$ cat config.mk
export PLATFORM = sky130hd
export DESIGN_NAME = pfl_loop_ctrl
export DESIGN_NICKNAME = d
export VERILOG_FILES = /design/src/verilog/pfl_pkg.sv /design/src/verilog/pfl_loop_ctrl.sv /design/src/verilog/pfl_trim_calc.sv
export VERILOG_INCLUDE_DIRS = /design/src /design/src/verilog
export SDC_FILE = /design/constraint.sdc
export NUM_CORES = 1
export LEC_CHECK = 0
export ABC_AREA = 1
export BUFFER_PORTS_ARGS = -buffer_cell sky130_fd_sc_hd__buf_2
export CAP_MARGIN = 20
export CORE_MARGIN = 8
export CORE_UTILIZATION = 60
export CTS_BUF_LIST = sky130_fd_sc_hd__clkbuf_8 sky130_fd_sc_hd__clkbuf_16
export CTS_CLUSTER_DIAMETER = 100
export DETAILED_ROUTE_END_ITERATION = 6
export PLACE_DENSITY_LB_ADDON = 0.05
export SLEW_MARGIN = 20
export SYNTH_ARGS = -nofsm -noshare
export SYNTH_HDL_FRONTEND = slang
export SYNTH_SLANG_ARGS = --single-unit
$ cat constraint.sdc
create_clock -name clk -period 3.4 [get_ports clk]
set_input_delay 0.68 -clock clk [delete_from_list [all_inputs] [get_ports clk]]
set_output_delay 0.68 -clock clk [all_outputs]
set_load 0.005 [all_outputs]
$ cat src/verilog/pfl_defines.svh
`ifndef PFL_DEFINES_SVH
`define PFL_DEFINES_SVH

// field widths
`define PFL_PLL_REF_W   5
`define PFL_PLL_FB_W    7
`define PFL_PLL_OUT_W   5
`define PFL_WIN_W       13
`define PFL_CNT_W       18
`define PFL_ERR_W       19
`define PFL_TOL_W       12
`define PFL_SETTLE_W    13
`define PFL_TRIM_W      9
`define PFL_BAND_W      3
`define PFL_GAIN_W      4
`define PFL_SCALE_W     32

// bypass select encodings
`define PFL_BYP_AUTO    2'h0
`define PFL_BYP_AUTO_B  2'h1
`define PFL_BYP_REF     2'h2
`define PFL_BYP_LOOP    2'h3

// gain code 0..11 means 2^(code-8)
`define PFL_GAIN_MAX    4'hB
`define PFL_GAIN_FRAC   8

`define PFL_TRIM_MAX    9'h1FF
`define PFL_TRIM_RST    9'h100
`define PFL_CNT_MAX     18'h3FFFF
`define PFL_TOL_MIN     12'h001

`endif

$ cat src/verilog/pfl_pkg.sv
`default_nettype none
package pfl_pkg;

	typedef enum logic [1:0] {
		PFL_IDLE    = 2'b00,
		PFL_MEASURE = 2'b01,
		PFL_UPDATE  = 2'b10,
		PFL_SETTLE  = 2'b11
	} pfl_fll_state_t;

endpackage

`default_nettype wire

$ cat src/verilog/pfl_loop_ctrl.sv
// Functional notes
// software keeps phase detector 4-8 MHz, VCO 170-400 MHz, output 10.625-200 MHz.
// output equals reference over ref divider, times feedback, over output divider.
// software never enables in the divider-write cycle nor changes dividers while on.
// software waits one microsecond after enable before trusting the loop.
// output follows reference until lock, then loop; bypass select overrides this.
// status shows locked now, and a separate sticky lock-lost bit.
// disable by selecting reference, waiting six output cycles, then clearing enable.
// FLL output 24-100 MHz, reference 0.001-100 MHz, oscillator at least 2.5x reference.
// oscillator spans 48-200 MHz in five bands; software picks the band.
// software always keeps the oscillator divide-by-two enabled.
// a 9-bit trim code sets frequency in band, updated by hardware.
// oscillator cycles are counted over window-length reference cycles.
// error is measured count minus target count, signed.
// error times summed gains is added to the trim code.
// a limit field caps the trim adjustment magnitude.
// lock is reported while error magnitude is within tolerance.
// after each trim update wait settling-count reference cycles before measuring.
// minimum tolerance is one, so error of plus or minus one stays locked.
// gain codes 0 to 11 select 1/256 up to 8, doubling per step.
// trim has 512 steps per band, updated from counter output.
// software powers oscillator and waits for ready before continuing.
// trim saturates at range ends and within limit, never wraps.
// FLL lock updates per window and is low while disabled or before first window.
`timescale 1ns/1ps
`default_nettype none
`include "pfl_defines.svh"

module pfl_loop_ctrl (
	input  wire logic                          clk,
	input  wire logic                          arst_n,
	// phase-locked loop control
	input  wire logic                          pll_enable,
	input  wire logic [`PFL_PLL_REF_W-1:0]     pll_ref_div,
	input  wire logic [`PFL_PLL_FB_W-1:0]      pll_fb_div,
	input  wire logic [`PFL_PLL_OUT_W-1:0]     pll_out_div,
	input  wire logic [1:0]                    pll_bypass_sel,
	input  wire logic                          pll_lock_raw,
	input  wire logic                          pll_lock_lost_clr,
	output logic                               pll_enable_out,
	output logic [`PFL_PLL_REF_W-1:0]          pll_ref_div_out,
	output logic [`PFL_PLL_FB_W-1:0]           pll_fb_div_out,
	output logic [`PFL_PLL_OUT_W-1:0]          pll_out_div_out,
	output logic                               pll_out_sel_loop,
	output logic                               pll_locked,
	output logic                               pll_lock_lost,
	// frequency-lock loop control
	input  wire logic                          fll_enable,
	input  wire logic                          ref_tick,
	input  wire logic                          osc_tick,
	input  wire logic [`PFL_WIN_W-1:0]         fll_window_length,
	input  wire logic [`PFL_CNT_W-1:0]         fll_target_count,
	input  wire logic [`PFL_GAIN_W-1:0]        integral_gain_code,
	input  wire logic [`PFL_GAIN_W-1:0]        proportional_gain_code,
	input  wire logic [`PFL_TRIM_W-1:0]        trim_step_limit,
	input  wire logic [`PFL_TOL_W-1:0]         error_tolerance,
	input  wire logic [`PFL_SETTLE_W-1:0]      settle_count,
	input  wire logic [`PFL_TRIM_W-1:0]        osc_trim_init,
	input  wire logic [`PFL_BAND_W-1:0]        osc_band_select,
	input  wire logic                          osc_power_on,
	input  wire logic                          osc_ready_flag,
	output logic [`PFL_TRIM_W-1:0]             osc_trim_code,
	output logic [`PFL_BAND_W-1:0]             osc_band_out,
	output logic                               osc_power_out,
	output logic signed [`PFL_ERR_W-1:0]       fll_error,
	output logic                               fll_locked,
	output logic                               fll_busy
);

	logic                        rst_meta_r;
	logic                        rst_n_r;

	always_ff @(posedge clk or negedge arst_n) begin
		if (!arst_n) begin
			rst_meta_r <= 1'b0;
			rst_n_r    <= 1'b0;
		end else begin
			rst_meta_r <= 1'b1;
			rst_n_r    <= rst_meta_r;
		end
	end

	// ---------------- phase-locked loop ----------------
	logic pll_locked_nxt;
	logic pll_sel_nxt;

	assign pll_locked_nxt = pll_enable && pll_lock_raw;

	always_comb begin
		unique case (pll_bypass_sel)
			`PFL_BYP_REF:  pll_sel_nxt = 1'b0;
			`PFL_BYP_LOOP: pll_sel_nxt = 1'b1;
			default:       pll_sel_nxt = pll_locked_nxt;
		endcase
	end

	always_ff @(posedge clk or negedge rst_n_r) begin
		if (!rst_n_r) begin
			pll_enable_out  <= 1'b0;
			pll_ref_div_out <= '0;
			pll_fb_div_out  <= '0;
			pll_out_div_out <= '0;
		end else begin
			pll_enable_out <= pll_enable;
			// dividers frozen while running, the analog side never sees a mid-lock change
			if (!pll_enable) begin
				pll_ref_div_out <= pll_ref_div;
				pll_fb_div_out  <= pll_fb_div;
				pll_out_div_out <= pll_out_div;
			end
		end
	end

	always_ff @(posedge clk or negedge rst_n_r) begin
		if (!rst_n_r) begin
			pll_locked       <= 1'b0;
			pll_out_sel_loop <= 1'b0;
		end else begin
			pll_locked       <= pll_locked_nxt;
			pll_out_sel_loop <= pll_sel_nxt;
		end
	end

	// set wins over a clear in the same cycle; a plain disable is not a loss
	always_ff @(posedge clk or negedge rst_n_r) begin
		if (!rst_n_r) begin
			pll_lock_lost <= 1'b0;
		end else if (pll_locked && pll_enable && !pll_lock_raw) begin
			pll_lock_lost <= 1'b1;
		end else if (pll_lock_lost_clr) begin
			pll_lock_lost <= 1'b0;
		end
	end

	// ---------------- frequency-lock loop ----------------
	pfl_pkg::pfl_fll_state_t      st_r;
	pfl_pkg::pfl_fll_state_t      st_nxt;
	logic [`PFL_WIN_W-1:0]        win_cnt_r;
	logic [`PFL_SETTLE_W-1:0]     settle_cnt_r;
	logic [`PFL_CNT_W-1:0]        osc_cnt_r;
	logic [`PFL_CNT_W-1:0]        osc_cnt_final;
	logic signed [`PFL_ERR_W-1:0] err_now;
	logic [`PFL_ERR_W-1:0]        err_mag;
	logic [`PFL_TOL_W-1:0]        tol_eff;
	logic [`PFL_TRIM_W-1:0]       trim_calc;
	logic                         win_done;
	logic                         settle_done;
	logic                         run;

	assign run = fll_enable && osc_ready_flag;
	// the last reference tick closes the window; include any oscillator edge on it
	assign win_done = ref_tick && (win_cnt_r + `PFL_WIN_W'(1) >= fll_window_length);
	assign settle_done = (settle_count == '0) ||
		(ref_tick && (settle_cnt_r + `PFL_SETTLE_W'(1) >= settle_count));
	assign osc_cnt_final = (osc_tick && osc_cnt_r != `PFL_CNT_MAX) ?
		osc_cnt_r + `PFL_CNT_W'(1) : osc_cnt_r;
	assign err_now = $signed({1'b0, osc_cnt_final}) - $signed({1'b0, fll_target_count});
	assign err_mag = fll_error[`PFL_ERR_W-1] ? `PFL_ERR_W'(-fll_error) : `PFL_ERR_W'(fll_error);
	// zero tolerance would lock only on an exact count, so one count is the floor
	assign tol_eff = (error_tolerance < `PFL_TOL_MIN) ? `PFL_TOL_MIN : error_tolerance;

	always_comb begin
		st_nxt = st_r;
		if (!run) begin
			st_nxt = pfl_pkg::PFL_IDLE;
		end else begin
			unique case (st_r)
				pfl_pkg::PFL_IDLE:    st_nxt = pfl_pkg::PFL_MEASURE;
				pfl_pkg::PFL_MEASURE: if (win_done) begin
					st_nxt = pfl_pkg::PFL_UPDATE;
				end
				pfl_pkg::PFL_UPDATE:  st_nxt = pfl_pkg::PFL_SETTLE;
				pfl_pkg::PFL_SETTLE:  if (settle_done) begin
					st_nxt = pfl_pkg::PFL_MEASURE;
				end
			endcase
		end
	end

	always_ff @(posedge clk or negedge rst_n_r) begin
		if (!rst_n_r) begin
			st_r <= pfl_pkg::PFL_IDLE;
		end else begin
			st_r <= st_nxt;
		end
	end

	// window and oscillator counters restart together at every measurement start
	always_ff @(posedge clk or negedge rst_n_r) begin
		if (!rst_n_r) begin
			win_cnt_r <= '0;
			osc_cnt_r <= '0;
		end else if (st_r != pfl_pkg::PFL_MEASURE || win_done) begin
			win_cnt_r <= '0;
			osc_cnt_r <= '0;
		end else begin
			osc_cnt_r <= osc_cnt_final;
			if (ref_tick) begin
				win_cnt_r <= win_cnt_r + `PFL_WIN_W'(1);
			end
		end
	end

	always_ff @(posedge clk or negedge rst_n_r) begin
		if (!rst_n_r) begin
			settle_cnt_r <= '0;
		end else if (st_r != pfl_pkg::PFL_SETTLE) begin
			settle_cnt_r <= '0;
		end else if (ref_tick) begin
			settle_cnt_r <= settle_cnt_r + `PFL_SETTLE_W'(1);
		end
	end

	always_ff @(posedge clk or negedge rst_n_r) begin
		if (!rst_n_r) begin
			fll_error <= '0;
		end else if (st_r == pfl_pkg::PFL_MEASURE && win_done) begin
			fll_error <= err_now;
		end
	end

	pfl_trim_calc u_trim_calc (
		.err      (fll_error),
		.igain    (integral_gain_code),
		.pgain    (proportional_gain_code),
		.limit    (trim_step_limit),
		.trim     (osc_trim_code),
		.trim_nxt (trim_calc)
	);

	// idle reloads the software start point so each enable begins from it
	always_ff @(posedge clk or negedge rst_n_r) begin
		if (!rst_n_r) begin
			osc_trim_code <= `PFL_TRIM_RST;
		end else if (st_r == pfl_pkg::PFL_IDLE) begin
			osc_trim_code <= osc_trim_init;
		end else if (st_r == pfl_pkg::PFL_UPDATE) begin
			osc_trim_code <= trim_calc;
		end
	end

	always_ff @(posedge clk or negedge rst_n_r) begin
		if (!rst_n_r) begin
			fll_locked <= 1'b0;
		end else if (!run) begin
			fll_locked <= 1'b0;
		end else if (st_r == pfl_pkg::PFL_UPDATE) begin
			fll_locked <= (err_mag <= `PFL_ERR_W'(tol_eff));
		end
	end

	always_ff @(posedge clk or negedge rst_n_r) begin
		if (!rst_n_r) begin
			osc_band_out  <= '0;
			osc_power_out <= 1'b0;
			fll_busy      <= 1'b0;
		end else begin
			osc_band_out  <= osc_band_select;
			osc_power_out <= osc_power_on;
			fll_busy      <= (st_nxt != pfl_pkg::PFL_IDLE);
		end
	end

endmodule

`default_nettype wire

$ cat src/verilog/pfl_trim_calc.sv
`timescale 1ns/1ps
`default_nettype none
`include "pfl_defines.svh"

module pfl_trim_calc (
	input  wire logic signed [`PFL_ERR_W-1:0]  err,
	input  wire logic        [`PFL_GAIN_W-1:0] igain,
	input  wire logic        [`PFL_GAIN_W-1:0] pgain,
	input  wire logic        [`PFL_TRIM_W-1:0] limit,
	input  wire logic        [`PFL_TRIM_W-1:0] trim,
	output logic             [`PFL_TRIM_W-1:0] trim_nxt
);

	// codes above the table are clamped to the largest gain
	function automatic logic signed [`PFL_SCALE_W-1:0] pfl_scale(
		input logic signed [`PFL_ERR_W-1:0]  e,
		input logic        [`PFL_GAIN_W-1:0] code
	);
		logic [`PFL_GAIN_W-1:0] c;
		c = (code > `PFL_GAIN_MAX) ? `PFL_GAIN_MAX : code;
		pfl_scale = `PFL_SCALE_W'(e) <<< c;
	endfunction

	logic signed [`PFL_SCALE_W-1:0] sum;
	logic signed [`PFL_SCALE_W-1:0] delta;
	logic signed [`PFL_SCALE_W-1:0] lim_s;
	logic signed [`PFL_SCALE_W-1:0] bounded;
	logic signed [`PFL_SCALE_W-1:0] raw;

	always_comb begin
		sum   = pfl_scale(err, igain) + pfl_scale(err, pgain);
		delta = sum >>> `PFL_GAIN_FRAC;
		lim_s = $signed({{(`PFL_SCALE_W-`PFL_TRIM_W){1'b0}}, limit});
		// adjustment magnitude capped by the step limit
		if (delta > lim_s) begin
			bounded = lim_s;
		end else if (delta < -lim_s) begin
			bounded = -lim_s;
		end else begin
			bounded = delta;
		end
		raw = $signed({{(`PFL_SCALE_W-`PFL_TRIM_W){1'b0}}, trim}) + bounded;
		// saturate instead of wrapping across band ends
		if (raw < 0) begin
			trim_nxt = '0;
		end else if (raw > $signed({{(`PFL_SCALE_W-`PFL_TRIM_W){1'b0}}, `PFL_TRIM_MAX})) begin
			trim_nxt = `PFL_TRIM_MAX;
		end else begin
			trim_nxt = raw[`PFL_TRIM_W-1:0];
		end
	end

endmodule

`default_nettype wire
==> results_dict.tcl, run 1 <==
set metrics [dict create \
    status "aborted with a tool error" \
    lastStage "global routing (5_1_grt)" \
    error_message "[ERROR GRT-0116] Global routing finished with congestion. Check the congestion regions in the DRC Viewer." \
    ys_seq_area_frac 0.203 \
    yosys.area.top_type "dfrtp_1" \
    netlist_instances 1929 \
    synth_common_cells "373 x nand2_1, 350 x inv_1, 176 x o21ai_0, 165 x nor2_1, 141 x ha_1" \
    gp_congestion 1.06 \
    die_w_um 162 \
    synthArstFlopShare 1.00 \
    ys_warn_count 0 \
    syn-num-nets 2186 \
    pin_count 169 \
    hpwl_um 40200 \
    synth_edf_count 0 \
    yosys_register_bits 103 \
    cts_buffers 9 \
    cts_sinks 103 \
    cts-root-buf "clkbuf_16" \
    grt.total_usage 0.741 \
    synth_area_leaders "dfrtp_1 20%, ha_1 14%, nand2_1 11%, inv_1 10%, o21ai_0 6.9%" \
    grt_first_pass_wirelength_um 146000 \
    clk_path_buf_depth 2 \
    grt_pass1_vias 22500 \
    synth.top_cell.area_share 0.201 \
    cts_htree_levels 3 \
    port_buffers 168 \
    post-synth-top-count-cell "nand2_1" \
    dp_slack_ns -4.78 \
    netlist_area_mm2 0.0127 \
    avgSynthCellArea_um2 6.59 \
    start_util 0.609 \
    synth_ff_type "dfrtp_1" \
    overflow 11 \
    synth.distinct_cells 61 \
    die_h_um 162 \
    rows 53 \
    grt_max_degree 70 \
]
-- layer usage --
metal	GRT overflow	global-route usage
met2	2	0.874
met4	8	0.710
met1	1	0.717
met5	0	0.393
met3	0	0.669
-- per-stage QoR --
step                instance area, um^2  cells
floorplan                         13000   1929
global placement                  17000   2729
detailed placement                17000   2729
CTS                               19100   2825
-- timing repair --
item	CTS
pin swaps	132
resized for setup	293
hold endpoints to repair	0
gates cloned	6
buffers inserted	81
endpoints found under the setup margin	61
hold buffers	0
-- logic make-up after synthesis --
kind of cell             synth area share
XOR/XNOR                           0.0594
adder cells (fa/ha/maj)             0.142
AO/OA/AOI/OAI                       0.189
multiplexers                       0.0158
buffers and inverters               0.122
flip-flops                          0.203
other                            0.000295
AND/OR/NAND/NOR                     0.268
==> inputs of run 2 (changes only) <==
--- a/config.mk
+++ b/config.mk
@@ -10,11 +10,9 @@
 export BUFFER_PORTS_ARGS = -buffer_cell sky130_fd_sc_hd__buf_2
 export CAP_MARGIN = 20
 export CORE_MARGIN = 8
-export CORE_UTILIZATION = 60
-export CTS_BUF_LIST = sky130_fd_sc_hd__clkbuf_8 sky130_fd_sc_hd__clkbuf_16
-export CTS_CLUSTER_DIAMETER = 100
+export CORE_UTILIZATION = 40
 export DETAILED_ROUTE_END_ITERATION = 6
-export PLACE_DENSITY_LB_ADDON = 0.05
+export PLACE_DENSITY_LB_ADDON = 0.15
 export SLEW_MARGIN = 20
 export SYNTH_ARGS = -nofsm -noshare
 export SYNTH_HDL_FRONTEND = slang
==> results_dict.tcl, run 2 <==
set metrics [dict create \
    status "complete, but fails checks" \
    violations "negative setup slack" \
    drive_gt1_frac 0.473 \
    drc 0 \
    routed_via_density 5.21 \
    relSlewSlack 0.458 \
    yosys_register_bits 103 \
    cellPowerDensity_mw_per_mm2 276 \
    clk_path_buf_depth 2 \
    grt_pass1_vias 15900 \
    clock_latency_ns 0.35 \
    finalWirelength_um 50300 \
    antenna_found_initial 3 \
    post-route-util 0.674 \
    grt.total_usage 0.244 \
    crit_top_cell "buf_4" \
    top_register "fll_error" \
    synth_edf_count 0 \
    hold_path.class "in2async" \
    fmax_mhz 138 \
    vias 15800 \
    skew_ns 0.00909 \
    layout_common_cells "517 x buf_4, 313 x nand2_1, 298 x inv_1" \
    final_common_cell "buf_4" \
    synth_area_leaders "dfrtp_1 20%, ha_1 14%, nand2_1 11%, inv_1 10%, o21ai_0 6.9%" \
    cts-root-buf "clkbuf_16" \
    yosys.area.top_type "dfrtp_1" \
    synth.distinct_cells 61 \
    crit_path_top_delay_cell "ha_1" \
    grt_setup_unrepaired "true" \
    holdWs_ns 0.120 \
    tightestPinTransition_ns 0.812 \
    avgSynthCellArea_um2 6.59 \
    start_util 0.405 \
    pin_count 169 \
    netlist_instances 1929 \
    arrival_ns 7.55 \
    synth_common_cells "373 x nand2_1, 350 x inv_1, 176 x o21ai_0, 165 x nor2_1, 141 x ha_1" \
    critPathMaxStageDelay_ns 0.35 \
    synth_ff_type "dfrtp_1" \
    setup_violations 18 \
    crit_path_start_kind "input port" \
    cp-end-kind "flip-flop" \
    worst-path-buf-inv 18 \
    ant_nets 0 \
    hpwl_um 37300 \
    min_period_over_period 2.14 \
    wl_per_cell_um 16.6 \
    final_nets 2887 \
    crit_family "buffers and inverters" \
    maxSlewViolCount 0 \
    overflow 0 \
    grt_first_pass_wirelength_um 77600 \
    die_w_um 194 \
    drt_iter0_drc 806 \
    cts_htree_levels 3 \
    port_buffers 168 \
    critPathMaxFanout 11 \
    dp_slack_ns -4.65 \
    area_growth_syn_to_layout_pct 66.4 \
    diodes 0 \
    finalHoldViolCount 0 \
    fin_crit_ns 7.27 \
    cts_buffers 9 \
    dieArea_mm2 0.0377 \
    syn-num-nets 2186 \
    synth.top_cell.area_share 0.201 \
    largest_reg_flops 19 \
    post-synth-top-count-cell "nand2_1" \
    cts_sinks 103 \
    die_h_um 194 \
    critPathRequiredTime_ns 3.68 \
    ir_drop_mv 0.433 \
    max_cap_viol_count 0 \
    ys_seq_area_frac 0.203 \
    fin_ws_ns -3.87 \
    rows 65 \
    core_area_mm2 0.0314 \
    grt_max_degree 77 \
    path_clk_slew_ns 0.07 \
    ys_warn_count 0 \
    netlist_area_mm2 0.0127 \
    dr.pass1.iters 5 \
    synthArstFlopShare 1.00 \
    gp_congestion 0.924 \
    cts_tree "built" \
    leakagePower_nw 10.9 \
    top_regs "fll_error (19), osc_cnt_r (18)" \
    crit_type "in2reg" \
]
[run 2: cell type report]
class / instances / area (um^2)
tap: 402 / 503
sequential: 103 / 2580
inverter: 358 / 1380
clock inverter: 6 / 43.8
timing repair inverter: 2 / 16.3
multi-input combinational: 1422 / 10900
clock buffer: 10 / 229
fill: 2649 / 10200
timing repair buffer: 734 / 5510
[run 2: logic make-up (layout without fill, tap and decap cells)]
group,after synthesis,count (layout),synth area share
AOI/OAI and AO/OA,417,417,0.189
xor gates and xnor gates,84,84,0.0594
adders and majority gates,143,143,0.142
buffers and inverters,405,1110,0.122
DFF,103,103,0.203
muxes,18,18,0.0158
other,1,1,0.000295
and+or+nand+nor,758,759,0.268
[run 2: worst paths after layout]
kind / start / to / slack, ns / cells after the start
hold / removal: arst_n / rst_meta_r / 0.12 / 1
setup reg to reg: fll_error[8] / osc_trim_code[8] / -3.68 / 50
setup / recovery: integral_gain_code[2] / osc_trim_code[8] / -3.87 / 53
min in group clk: rst_meta_r / rst_n_r / 0.36 / 0
hold reg to reg: rst_n_r / win_cnt_r[9] / 0.28 / 0
max in group asynchronous: rst_n_r / fll_error[12] / 2.27 / 2
[run 2: routing by layer]
layer / GRT usage / wire length [um] / share of wire
met1: 0.312 / 21200 / 0.42
met3: 0.0375 / 3140 / 0.063
met4: 0.0713 / 1490 / 0.030
met2: 0.418 / 24400 / 0.48
met5: 0 / 32 / 0.00064
[run 2: metrics by stage]
step | TNS (ns) | power [mW] | std cells | instance area (um^2)
6_report | -40.06 | 5.83 | 3037 | 21200
3_5_place_dp | -47.16 | 3.87 | 2896 | 17500
2_1_floorplan | -34.91 | 2.66 | 1929 | 13000
5_1_grt | -49.79 | 6.20 | 3037 | 21200
3_3_place_gp | -46.77 | 3.85 | 2896 | 17500
4_1_cts | -37.77 | 5.26 | 3000 | 19400
[run 2: what timing repair did]
action | in CTS | in global routing
gates resized for setup | 242 | 354
setup buffers | 99 | 45
setup endpoints to repair | 26 | 62
hold buffers | 0 | 0
pin swaps | 103 | 140
gates cloned | 4 | 8
[run 2: where the power goes]
| group | switching (mW) | internal (mW) | leakage [nW] |
|---|---|---|---|
| Clock | 0.473 | 0.503 | 0.134 |
| Combinational | 1.85 | 1.70 | 9.46 |
| Sequential | 0.0373 | 1.26 | 1.28 |
[run 2: worst register-to-register path: cells and delay by family (launching register included)]
family          cells  cell delay (ns)
xor+xnor            2             0.36
flops               1             0.43
fa+ha+maj           3             0.91
simple gates       14             1.23
compound gates     14             2.01
buf+inv            17             2.10
No activity file was read; power rests on OpenSTA's default activity.
==> inputs of run 3 (changes only) <==
--- a/config.mk
+++ b/config.mk
@@ -16,4 +16,5 @@
 export SLEW_MARGIN = 20
 export SYNTH_ARGS = -nofsm -noshare
 export SYNTH_HDL_FRONTEND = slang
+export SYNTH_HIERARCHICAL = 1
 export SYNTH_SLANG_ARGS = --single-unit
==> constraint.sdc (replaced) <==
create_clock -name clk -period 8.5 [get_ports clk]
set_input_delay 1.7 -clock clk [delete_from_list [all_inputs] [get_ports clk]]
set_output_delay 1.7 -clock clk [all_outputs]
set_load 0.005 [all_outputs]
==> results_dict.tcl, run 3 <==
set metrics [dict create \
    status "completed" \
    netlist_area_mm2 0.0134 \
    port_buffers 168 \
    pin_count 169 \
    dp_slack_ns -0.934 \
    synth_top_family_by_area "simple AND/OR/NAND/NOR gates" \
    grt.total_usage 0.223 \
    place_inst 2902 \
    fin_ws_ns 0.119 \
    critPathMaxFanout 6 \
    final_nets 2750 \
    layout_common_cells "448 x nand2_1, 322 x inv_1, 263 x buf_4" \
    arrival_ns 8.64 \
    ir_drop_mv 0.106 \
    synth_edf_count 0 \
    yosys.area_share.simple 0.314 \
    area_growth_syn_to_layout_pct 35.4 \
    grt_pass1_vias 14700 \
    skew_ns 0.0130 \
    grt_setup_unrepaired "true" \
    synthArstFlopShare 1.00 \
    syn-num-nets 2349 \
    ant_nets 0 \
    crit_type "in2reg" \
    crit_path_top_delay_cell "fa_2" \
    fmax_mhz 119 \
    avgSynthCellArea_um2 6.40 \
    cellPowerDensity_mw_per_mm2 108 \
    cts_buffers 9 \
    hpwl_um 36700 \
    leakagePower_nw 9.53 \
    die_h_um 199 \
    netlist_instances 2091 \
    min_period_over_period 0.986 \
    yosys.area.top_type "dfrtp_1" \
    ys_warn_count 6 \
    synth.top_cell.area_share 0.191 \
    dr.pass1.iters 5 \
    drive_gt1_frac 0.302 \
    finalHoldViolCount 0 \
    post_dp_cell_area_mm2 0.0164 \
    die_w_um 199 \
    synth.distinct_cells 56 \
    synth_common_cells "478 x nand2_1, 332 x inv_1, 179 x nor2_1, 164 x o21ai_0, 142 x ha_1" \
    post-synth-top-count-cell "nand2_1" \
    max_cap_viol_count 0 \
    cts_htree_levels 3 \
    top_regs "fll_error (19), osc_cnt_r (18)" \
    hold_buffers 0 \
    critPathRequiredTime_ns 8.76 \
    ys_seq_area_frac 0.193 \
    clock_latency_ns 0.36 \
    path_clk_slew_ns 0.08 \
    worst-path-buf-inv 10 \
    synth_area_leaders "dfrtp_1 19%, nand2_1 13%, ha_1 13%, inv_1 9.3%, o21ai_0 6.1%" \
    cts-root-buf "clkbuf_16" \
    antenna_found_initial 4 \
    overflow 0 \
    clk_path_buf_depth 2 \
    maxSlewViolCount 0 \
    cp-end-kind "flip-flop" \
    cts_sinks 103 \
    cts_tree "built" \
    vias 15100 \
    top_register "fll_error" \
    drt_iter0_drc 1138 \
    critPathMaxStageDelay_ns 0.37 \
    finalWirelength_um 45300 \
    core_area_mm2 0.0333 \
    tightestPinTransition_ns 0.978 \
    grt_max_degree 81 \
    grt_first_pass_wirelength_um 72400 \
    yosys_register_bits 103 \
    fin_total_pwr_mw 1.96 \
    routed_via_density 5.14 \
    start_util 0.402 \
    stdcell_count 2946 \
    crit_top_cell "a21oi_2" \
    hold_path.class "reg2async" \
    setup_violations 0 \
    nFillCells 3363 \
    final_common_cell "nand2_1" \
    fin_area_mm2 0.0181 \
    muxShareOfSynthArea 0.0143 \
    drc 0 \
    wl_per_cell_um 15.4 \
    r2r_slack_ns 1.27 \
    gp_congestion 0.948 \
    relSlewSlack 0.346 \
    synthAdderAreaFrac 0.136 \
    synth_compound_area_frac 0.177 \
    rows 67 \
    synth_ff_type "dfrtp_1" \
    final.setup.tns_ns 0 \
    largest_reg_flops 19 \
    fin_crit_ns 8.38 \
    crit_path_start_kind "input port" \
    dieArea_mm2 0.0396 \
    crit_family "simple AND/OR/NAND/NOR gates" \
    post_synth_xor_area_fraction 0.0523 \
]
## run 3: kinds of logic after synthesis
group,count (synthesis)
buffers and inverters,392
AO/OA/AOI/OAI,417
adder cells (fa/ha/maj),144
other,1
AND/OR/NAND/NOR,937
multiplexers,17
XOR/XNOR,80
flip-flops,103
## run 3: where the power goes
group / leakage, nW / internal (mW) / switching [mW]
sequential: 1.33 / 0.511 / 0.0233
combinational: 8.05 / 0.442 / 0.520
clock: 0.157 / 0.268 / 0.191
## run 3: path summary, 6_finish.rpt
path / start / end / cells after the start
max in group asynchronous: rst_n_r / osc_cnt_r[13] / 1
hold reg to reg: rst_n_r / pll_ref_div_out[0] / 0
setup / recovery: proportional_gain_code[2] / osc_trim_code[5] / 55
hold / removal: rst_n_r / pll_ref_div_out[0] / 0
min in group clk: rst_meta_r / rst_n_r / 0
setup reg to reg: fll_error[11] / osc_trim_code[5] / 51
## run 3: cell type report
| cell class | count | area (um^2) | area share |
|---|---|---|---|
| clock inverters | 4 | 77.6 | 0.00428 |
| clock buffers | 12 | 246 | 0.0136 |
| diodes | 1 | 2.50 | 0.000138 |
| repair buffers | 440 | 2950 | 0.163 |
| inverters | 340 | 1280 | 0.0707 |
| flip-flops and latches | 103 | 2580 | 0.142 |
| multi-input cells | 1598 | 10400 | 0.575 |
| well taps | 448 | 561 | 0.0309 |
## run 3: repair_timing
action                     4_1_cts  5_1_grt
pin swaps                        6      115
gates cloned                     1        1
setup endpoints to repair        9        9
resized for setup               49      278
buffers inserted                 3       22
## run 3: metal layers
| metal | share of wire | global-route usage |
|---|---|---|
| met4 | 0.020 | 0.0538 |
| met3 | 0.052 | 0.0286 |
| met1 | 0.45 | 0.294 |
| met2 | 0.47 | 0.381 |
| met5 | 0.00060 | 0 |
## run 3: metrics by stage
| stage | hold WS, ns | utilization |
|---|---|---|
| floorplan | 0.331 | - |
| global placement | 0.229 | 0.494 |
| detailed placement | 0.231 | 0.494 |
| CTS | 0.242 | 0.508 |
| global route | 0.256 | 0.545 |
| finish | 0.223 | 0.545 |
